[config.mk]
export PLATFORM = sky130hd
export DESIGN_NAME = iam_mapper
export DESIGN_NICKNAME = d
export VERILOG_FILES = /design/src/inc/iam_pkg.sv /design/src/design/iam_lin_map.sv /design/src/design/iam_region_dec.sv /design/src/design/iam_mapper.sv
export SDC_FILE = /design/constraint.sdc
export NUM_CORES = 1
export LEC_CHECK = 0
export BUFFER_PORTS_ARGS = -buffer_cell sky130_fd_sc_hd__buf_2
export CAP_MARGIN = 20
export CORE_MARGIN = 2
export CORE_UTILIZATION = 40
export DETAILED_ROUTE_END_ITERATION = 8
export GPL_TIMING_DRIVEN = 0
export SYNTH_ARGS = -nofsm -noshare
export SYNTH_HDL_FRONTEND = slang
export SYNTH_HIERARCHICAL = 1
export SYNTH_SLANG_ARGS = --single-unit
[constraint.sdc]
create_clock -name i_clock -period 3.4 [get_ports i_clock]
set_input_delay 0.17 -clock i_clock [delete_from_list [all_inputs] [get_ports i_clock]]
set_output_delay 0.17 -clock i_clock [all_outputs]
set_load 0.005 [all_outputs]
[src/inc/iam_pkg.sv]
// shared constants and types for the indirect address mapper
package iam_pkg;

    // widths
    localparam int PTR_W  = 16;
    localparam int DADR_W = 12;
    localparam int PADR_W = 15;
    localparam int PDAT_W = 14;
    localparam int DATA_W = 8;

    // pointer region bounds
    localparam logic [15:0] TRAD_LAST = 16'h0fff;
    localparam logic [15:0] LIN_FIRST = 16'h2000;
    localparam logic [15:0] LIN_LAST  = 16'h29af;

    // banked layout of general purpose ram
    localparam logic [6:0]  GPR_FIRST = 7'h20;
    localparam logic [11:0] GPR_BYTES = 12'h050;

    // in-bank offsets of the two indirect data ports
    localparam logic [6:0] IND_PORT0 = 7'h00;
    localparam logic [6:0] IND_PORT1 = 7'h01;

    // value returned for self reference and unimplemented space
    localparam logic [7:0] ZERO_DATA = 8'h00;

    // extra cycles for a flash access
    localparam int FLASH_EXTRA = 1;

    // regions of the pointer space
    typedef enum logic [1:0] {
        IAM_RG_TRAD,
        IAM_RG_LIN,
        IAM_RG_PFM,
        IAM_RG_NONE
    } iam_region_e;

    // sequencer states
    typedef enum logic [1:0] {
        ST_IDLE,
        ST_ISSUE,
        ST_FLASH_WAIT,
        ST_RESP
    } iam_state_e;

    // result of decoding one pointer
    typedef struct packed {
        iam_region_e        region;
        logic               self_ref;
        logic [DADR_W-1:0]  daddr;
        logic [PADR_W-1:0]  paddr;
    } iam_decode_s;

    // access request from the core
    typedef struct packed {
        logic               valid;
        logic               wr;
        logic               sel;
        logic [DATA_W-1:0]  wdata;
    } iam_req_s;

    // join a pointer pair into one address
    function automatic logic [PTR_W-1:0] ptr_join(input logic [7:0] hi, input logic [7:0] lo);
        ptr_join = {hi, lo};
    endfunction

endpackage

[src/design/iam_lin_map.sv]
// linear region pointer to banked data address translation
`timescale 1ns/1ps
module iam_lin_map (
    // pointer in
    input  wire logic [15:0] i_ptr,
    // banked absolute address out
    output logic      [11:0] o_daddr
);
    logic [11:0] offset;
    logic [11:0] bank;
    logic [11:0] in_bank;

    // offset, bank and position within the bank's ram block
    always_comb begin
        offset  = 12'(i_ptr - iam_pkg::LIN_FIRST);
        bank    = offset / iam_pkg::GPR_BYTES;
        in_bank = offset % iam_pkg::GPR_BYTES;
        o_daddr = {bank[4:0], 7'(iam_pkg::GPR_FIRST + in_bank[6:0])};
    end

endmodule

[src/design/iam_region_dec.sv]
// classifies a pointer into its region and address
`timescale 1ns/1ps
module iam_region_dec (
    // pointer and its linear translation
    input  wire logic [15:0]         i_ptr,
    input  wire logic [11:0]         i_lin_daddr,
    // decode result
    output iam_pkg::iam_decode_s     o_dec
);
    // region select, top bit first
    always_comb begin
        o_dec          = '0;
        o_dec.region   = iam_pkg::IAM_RG_NONE;
        o_dec.paddr    = i_ptr[14:0];
        if (i_ptr[15]) begin
            o_dec.region = iam_pkg::IAM_RG_PFM;
        end else if (i_ptr <= iam_pkg::TRAD_LAST) begin
            o_dec.region   = iam_pkg::IAM_RG_TRAD;
            o_dec.daddr    = i_ptr[11:0];
            o_dec.self_ref = (i_ptr[6:0] == iam_pkg::IND_PORT0) ||
                             (i_ptr[6:0] == iam_pkg::IND_PORT1);
        end else if (i_ptr >= iam_pkg::LIN_FIRST && i_ptr <= iam_pkg::LIN_LAST) begin
            o_dec.region = iam_pkg::IAM_RG_LIN;
            o_dec.daddr  = i_lin_daddr;
        end
    end

endmodule

[src/design/iam_mapper.sv]
// indirect data port address mapper and access sequencer
`timescale 1ns/1ps
module iam_mapper (
    // clock and reset
    input  wire logic                i_clock,
    input  wire logic                i_rst,
    // pointer pairs from the core
    input  wire logic [1:0][7:0]     i_pointer_high_byte,
    input  wire logic [1:0][7:0]     i_pointer_low_byte,
    // access request from the core
    input  wire iam_pkg::iam_req_s   i_req,
    // answer to the core
    output logic                     o_busy,
    output logic                     o_stall,
    output logic                     o_done,
    output logic [7:0]               o_rdata,
    // data memory port
    output logic                     o_dmem_req,
    output logic                     o_dmem_wr,
    output logic [11:0]              o_dmem_addr,
    output logic [7:0]               o_dmem_wdata,
    input  wire logic [7:0]          i_dmem_rdata,
    // program flash read port
    output logic                     o_pfm_req,
    output logic [14:0]              o_pfm_addr,
    input  wire logic [13:0]         i_pfm_rdata
);
    iam_pkg::iam_state_e  state_r;
    iam_pkg::iam_decode_s dec;
    iam_pkg::iam_decode_s dec_r;
    logic [15:0]          ptr;
    logic [11:0]          lin_daddr;
    logic                 accept;
    logic                 wr_r;
    logic                 busy_r;
    logic                 stall_r;
    logic                 done_r;
    logic [7:0]           rdata_r;
    logic                 dmem_req_r;
    logic                 dmem_wr_r;
    logic [11:0]          dmem_addr_r;
    logic [7:0]           dmem_wdata_r;
    logic                 pfm_req_r;
    logic [14:0]          pfm_addr_r;
    logic                 data_hit;

    // pointer of the selected pair
    assign ptr    = iam_pkg::ptr_join(i_pointer_high_byte[i_req.sel],
                                      i_pointer_low_byte[i_req.sel]);
    assign accept = i_req.valid && (state_r == iam_pkg::ST_IDLE);

    // linear region translation
    iam_lin_map u_lin (
        .i_ptr   (ptr),
        .o_daddr (lin_daddr)
    );

    // region decode
    iam_region_dec u_dec (
        .i_ptr       (ptr),
        .i_lin_daddr (lin_daddr),
        .o_dec       (dec)
    );

    // a request that really touches data memory
    assign data_hit = !dec.self_ref &&
                      (dec.region == iam_pkg::IAM_RG_TRAD ||
                       dec.region == iam_pkg::IAM_RG_LIN);

    // sequencer
    always_ff @(posedge i_clock) begin
        if (i_rst) begin
            state_r <= iam_pkg::ST_IDLE;
        end else begin
            case (state_r)
                iam_pkg::ST_IDLE: begin
                    if (accept) begin
                        state_r <= iam_pkg::ST_ISSUE;
                    end
                end
                iam_pkg::ST_ISSUE: begin
                    if (dec_r.region == iam_pkg::IAM_RG_PFM) begin
                        state_r <= iam_pkg::ST_FLASH_WAIT;
                    end else begin
                        state_r <= iam_pkg::ST_RESP;
                    end
                end
                iam_pkg::ST_FLASH_WAIT: begin
                    state_r <= iam_pkg::ST_RESP;
                end
                default: begin
                    state_r <= iam_pkg::ST_IDLE;
                end
            endcase
        end
    end

    // capture the decoded request
    always_ff @(posedge i_clock) begin
        if (i_rst) begin
            dec_r <= '0;
            wr_r  <= 1'b0;
        end else if (accept) begin
            dec_r <= dec;
            wr_r  <= i_req.wr;
        end
    end

    // data memory strobe, one cycle after the request
    always_ff @(posedge i_clock) begin
        if (i_rst) begin
            dmem_req_r   <= 1'b0;
            dmem_wr_r    <= 1'b0;
            dmem_addr_r  <= '0;
            dmem_wdata_r <= '0;
        end else begin
            dmem_req_r <= accept && data_hit;
            dmem_wr_r  <= accept && data_hit && i_req.wr;
            if (accept) begin
                dmem_addr_r  <= dec.daddr;
                dmem_wdata_r <= i_req.wdata;
            end
        end
    end

    // flash read strobe, never for a write
    always_ff @(posedge i_clock) begin
        if (i_rst) begin
            pfm_req_r  <= 1'b0;
            pfm_addr_r <= '0;
        end else begin
            pfm_req_r <= accept && !i_req.wr &&
                         dec.region == iam_pkg::IAM_RG_PFM;
            if (accept) begin
                pfm_addr_r <= dec.paddr;
            end
        end
    end

    // busy and the extra flash cycle stall
    always_ff @(posedge i_clock) begin
        if (i_rst) begin
            busy_r  <= 1'b0;
            stall_r <= 1'b0;
        end else begin
            if (accept) begin
                busy_r <= 1'b1;
            end else if (state_r == iam_pkg::ST_RESP) begin
                busy_r <= 1'b0;
            end
            stall_r <= state_r == iam_pkg::ST_ISSUE &&
                       dec_r.region == iam_pkg::IAM_RG_PFM;
        end
    end

    // answer: read data and completion pulse
    always_ff @(posedge i_clock) begin
        if (i_rst) begin
            done_r  <= 1'b0;
            rdata_r <= iam_pkg::ZERO_DATA;
        end else begin
            done_r <= state_r == iam_pkg::ST_RESP;
            if (state_r == iam_pkg::ST_RESP) begin
                if (wr_r || dec_r.self_ref) begin
                    rdata_r <= iam_pkg::ZERO_DATA;
                end else if (dec_r.region == iam_pkg::IAM_RG_PFM) begin
                    rdata_r <= i_pfm_rdata[7:0];
                end else if (dec_r.region == iam_pkg::IAM_RG_NONE) begin
                    rdata_r <= iam_pkg::ZERO_DATA;
                end else begin
                    rdata_r <= i_dmem_rdata;
                end
            end
        end
    end

    // outputs straight from flip-flops
    assign o_busy       = busy_r;
    assign o_stall      = stall_r;
    assign o_done       = done_r;
    assign o_rdata      = rdata_r;
    assign o_dmem_req   = dmem_req_r;
    assign o_dmem_wr    = dmem_wr_r;
    assign o_dmem_addr  = dmem_addr_r;
    assign o_dmem_wdata = dmem_wdata_r;
    assign o_pfm_req    = pfm_req_r;
    assign o_pfm_addr   = pfm_addr_r;

    // self reference never reaches data memory
    AST_SELF_NO_ACCESS: assert property (@(posedge i_clock) disable iff (i_rst)
        accept && dec.self_ref |=> !o_dmem_req && !o_dmem_wr)
        else $error("self reference reached data memory");

    // self reference read answers zero after three cycles
    AST_SELF_READ_ZERO: assert property (@(posedge i_clock) disable iff (i_rst)
        accept && dec.self_ref && !i_req.wr |-> ##3 (o_done && o_rdata == 8'h00))
        else $error("self reference read not zero");

    // data access strobes then completes
    AST_DATA_SEQ: assert property (@(posedge i_clock) disable iff (i_rst)
        accept && data_hit |-> ##1 o_dmem_req ##1 !o_done ##1 o_done)
        else $error("data access sequence wrong");

    // traditional pointer reaches its absolute address
    AST_TRAD_ADDR: assert property (@(posedge i_clock) disable iff (i_rst)
        accept && data_hit && ptr <= 16'h0fff |=> o_dmem_addr == 12'($past(ptr)))
        else $error("traditional address wrong");

    // linear pointer lands inside a bank ram block
    AST_LIN_BLOCK: assert property (@(posedge i_clock) disable iff (i_rst)
        accept && dec.region == iam_pkg::IAM_RG_LIN |=>
            o_dmem_req && o_dmem_addr[6:0] >= 7'h20 && o_dmem_addr[6:0] <= 7'h6f)
        else $error("linear address outside ram block");

    // flash write causes no memory strobe of any kind
    AST_FLASH_NO_WRITE: assert property (@(posedge i_clock) disable iff (i_rst)
        accept && i_req.wr && ptr[15] |=> !o_pfm_req && !o_dmem_req)
        else $error("flash write produced an access");

    // flash access completes one cycle later, stalling in between
    AST_FLASH_EXTRA: assert property (@(posedge i_clock) disable iff (i_rst)
        accept && ptr[15] |-> ##2 o_stall ##1 !o_done ##1 o_done)
        else $error("flash extra cycle missing");

    // flash read addresses the low 15 pointer bits
    AST_PFM_ADDR: assert property (@(posedge i_clock) disable iff (i_rst)
        accept && !i_req.wr && ptr[15] |=> o_pfm_req && o_pfm_addr == 15'($past(ptr)))
        else $error("flash address wrong");

    // unimplemented space reads zero without touching memory
    AST_UNIMP_ZERO: assert property (@(posedge i_clock) disable iff (i_rst)
        accept && dec.region == iam_pkg::IAM_RG_NONE |->
            ##1 !o_dmem_req ##2 (o_done && o_rdata == 8'h00))
        else $error("unimplemented space not zero");

    // busy is already low in the completion cycle
    AST_DONE_NOT_BUSY: assert property (@(posedge i_clock) disable iff (i_rst)
        o_done |-> !o_busy)
        else $error("busy still high at completion");

    // completion is a single cycle pulse
    AST_DONE_PULSE: assert property (@(posedge i_clock) disable iff (i_rst)
        o_done |=> !o_done)
        else $error("completion longer than one cycle");

    // the extra flash cycle is a single cycle stall
    AST_STALL_PULSE: assert property (@(posedge i_clock) disable iff (i_rst)
        o_stall |=> !o_stall)
        else $error("stall longer than one cycle");

    // data space accesses never stall
    AST_DATA_NO_STALL: assert property (@(posedge i_clock) disable iff (i_rst)
        accept && !ptr[15] |-> ##2 !o_stall)
        else $error("data access stalled");

    // a data write carries the core's write data
    AST_WRITE_DATA: assert property (@(posedge i_clock) disable iff (i_rst)
        accept && data_hit && i_req.wr |=> o_dmem_wr && o_dmem_wdata == $past(i_req.wdata))
        else $error("write data wrong");

    // a read never raises the write enable
    AST_READ_NO_WRITE: assert property (@(posedge i_clock) disable iff (i_rst)
        accept && !i_req.wr |=> !o_dmem_wr)
        else $error("read raised write enable");

    // flash read answers the low byte of the word
    AST_FLASH_LOW_BYTE: assert property (@(posedge i_clock) disable iff (i_rst)
        accept && !i_req.wr && ptr[15] |-> ##4 (o_done && o_rdata == 8'($past(i_pfm_rdata))))
        else $error("flash read byte wrong");

    // linear region never reaches the common bytes
    AST_LIN_NO_COMMON: assert property (@(posedge i_clock) disable iff (i_rst)
        accept && dec.region == iam_pkg::IAM_RG_LIN |=> !(o_dmem_addr[6:0] >= 7'h70))
        else $error("linear region reached common memory");

    // unimplemented space is never written
    AST_UNIMP_NO_WRITE: assert property (@(posedge i_clock) disable iff (i_rst)
        accept && dec.region == iam_pkg::IAM_RG_NONE |=> !o_dmem_wr && !o_pfm_req)
        else $error("unimplemented space was accessed");

    // no strobe or stall outside a busy access
    AST_IDLE_QUIET: assert property (@(posedge i_clock) disable iff (i_rst)
        !o_busy |-> !o_stall && !o_dmem_req && !o_pfm_req)
        else $error("strobe while not busy");

    // an accepted request raises busy
    AST_BUSY_RISE: assert property (@(posedge i_clock) disable iff (i_rst)
        accept |=> o_busy)
        else $error("busy missing after accept");

endmodule

==> flow_summary.ini <==
[synthesis]
synth-edff-count = 0
syn_inst = 515
synth_area_um2 = 3830
synth.avg_cell_area_um2 = 7.44
synth_seq_area_share = 0.287
synth_fp_nets = 587
synth_top_flop_cell = dfxtp_1
ys_warn_count = 6
async_flop_share = 0
synth_seq_cells = 55
synth.distinct_cells = 74

[worst_setup_path]
crit_path_max_fanout = 10
worstSetupPathType = in -> reg
slowest_stage = mux2_2
worst_setup_path_start_kind = input port
arrival_ns = 3.16
cp_cell_sequence = buf_2, buf_4, mux2_2, clkbuf_1, inv_1, a211oi_1, o31ai_2, nand4_2, mux2i_4, xnor2_1, a21oi_1, nand2_1, a21oi_1, nand2_1, a21oi_1
timing.rr.end = o_pfm_addr[4]$_SDFFE_PP0P_
worstReg2RegStart = state_r[0]$_SDFFE_PP0P_
r2r_setup_slack_ns = 1.88
slowest_delay_ns = 0.46
cp.buffers_inverters = 4
required_ns = 3.66
crit_path_end_kind = flop
cpLargestDelayFamily = buffers and inverters
ff2ff_path_depth = 6
cpMostUsedCell = a21oi_1

[clock_tree]
clk_pin_slew_ns = 0.11
ctsHoldBuffers = 0
clockBufferDepth = 2
cts_max_level = 2
root_buffer = clkbuf_8
cts_tree = yes
cts_resized = 0
cts_sinks = 55
cts_buffers = 5
worstSkewPairLatency_ns = 0.32
cts_setup_buffers = 0

[timing]
setup_viol = 0
report.final.slew_viol_count = 0
worst_slack_ns = 0.496
final.period_utilization = 0.854
hold_violations = 0
max_freq_mhz = 344
fin_setup_tns_ns = 0
worst_pin_slew_ns = 0.654
period_needed_ns = 2.90
rsz0062_at_grt = no
fin_worst_skew_ns = 0.00862
maxSlewHeadroom = 0.558

[cells_and_area]
final_common_cell = nand2_1
fin_nets = 702
drive_gt1_frac = 0.309
antennaDiodeCount = 0
mostFrequentLayoutCells = nand2_1 (127), buf_2 (124), a21oi_1 (74)
area_delta_synth_final_pct = 20.6
fillCellCount = 936
fin_cells = 760

[floorplan]
core-area_um2 = 9280
rows = 35
ios = 116
die_w_um = 102
start_util = 0.413
dieArea_um2 = 10400
fp.dieH_um = 102

[place]
dp_cells = 752
port_buffers = 108
post-dp-hpwl_mm = 8.79
place_ws_ns = 0.174
place_congestion = 0.890

[run_status]
status = finished clean

[detailed_routing]
wirelength_mm = 11.5
wl_per_cell_um = 15.2
remaining_drc_errors = 0
vias = 4026
drt_iter0_markers = 177
via_per_inst = 5.30
antenna_left = 0
dr.pass1.iters = 5

[pwr]
peakVddDrop_uv = 210
p_per_area_nw_per_um2 = 453
finalPower_uw = 2100
p_leak_uw = 0.00199

[min_path]
worstHoldPathType = in -> reg
min_to = o_done$_SDFF_PP0_
hold_depth = 2
hold_start = i_rst

[global_routing]
grt_max_degree = 18
antenna_found_initial = 0
grt_pass1_vias = 3613
grt_use_total = 0.218
grt_overflow = 0
grt_first_pass_wirelength_mm = 18.1

[flow_run]
cap_violations = 0
## synthesized netlist by cell type (all sizes together), types with 5 or more instances
library cell,count,share of area
a211oi,7,0.015
a21oi,75,0.099
buf,45,0.082
clkbuf,14,0.014
dfxtp,55,0.29
ha,5,0.016
inv,10,0.0098
mux2,18,0.053
mux2i,7,0.022
nand2,127,0.12
nand2b,7,0.011
nor2,25,0.025
nor2b,12,0.020
nor3,7,0.0091
o21ai,24,0.031
## final cells by class
cell class / count / area (um2) / share of cell area
clock buffers: 6 / 72.6 / 0.0157
flip-flops and latches: 55 / 1100 / 0.238
plain buffers: 59 / 365 / 0.0790
repair buffers: 108 / 541 / 0.117
inverters: 10 / 37.5 / 0.00812
multi-input cells: 391 / 2330 / 0.504
clock inverters: 2 / 16.3 / 0.00352
well taps: 129 / 161 / 0.0349
## worst register-to-register path: cells and delay by family, from the launching register on
kind	cells	cell delay, ns
AO/OA/AOI/OAI	1	0.14
flip-flops	1	0.42
buffers and inverters	2	0.38
adder cells (fa/ha/maj)	1	0.25
AND/OR/NAND/NOR	2	0.28
## state kept, by name, summed over array words and instances, names as in the netlist
signal / count
wr_r: 1
o_busy: 1
o_pfm_addr: 15
o_dmem_wr: 1
o_done: 1
o_dmem_wdata: 8
o_pfm_req: 1
o_rdata: 8
o_dmem_addr: 12
o_stall: 1
dec_r: 3
state_r: 2
o_dmem_req: 1
## worst max path at each step
stage                  start                           to  slack, ns  cells after the start
floorplan           i_req[8]  o_dmem_addr[4]$_SDFFE_PP0P_       0.81                     14
global placement    i_req[8]  o_dmem_addr[4]$_SDFFE_PP0P_       0.17                     15
detailed placement  i_req[8]  o_dmem_addr[4]$_SDFFE_PP0P_       0.17                     15
CTS                 i_req[8]  o_dmem_addr[4]$_SDFFE_PP0P_       0.51                     15
global route        i_req[8]  o_dmem_addr[4]$_SDFFE_PP0P_       0.30                     15
finish              i_req[8]  o_dmem_addr[4]$_SDFFE_PP0P_       0.50                     15
## per-layer routing
| layer | wire [um] | vias up | track usage |
|---|---|---|---|
| li1 | - | 1995 | - |
| met1 | 5190 | 1868 | 0.286 |
| met2 | 5580 | 152 | 0.380 |
| met3 | 646 | 11 | 0.0315 |
| met4 | 100 | 0 | 0.0492 |
| met5 | 0 | - | 0 |
## kinds of logic after synthesis
logic type                 synth area share
AOI/OAI and AO/OA                     0.247
DFF                                   0.287
buffers and inverters                 0.105
xor gates and xnor gates             0.0134
and+or+nand+nor                       0.251
adders and majority gates            0.0222
muxes                                0.0744
## metrics by stage
stage	hold slack, ns	cell area (um2)	util
5_1_grt	0.0192	4620	0.498
3_5_place_dp	0.360	4530	0.488
3_3_place_gp	0.363	4530	0.488
6_report	0.0226	4620	0.498
4_1_cts	0.0165	4620	0.498
2_1_floorplan	0.253	3830	-
## report_power, final
| part | switching (uW) | internal, uW | total (uW) |
|---|---|---|---|
| clock network | 227 | 149 | 375 |
| logic | 552 | 381 | 933 |
| registers | 51.1 | 737 | 788 |
(Power assumes the default switching activity.)
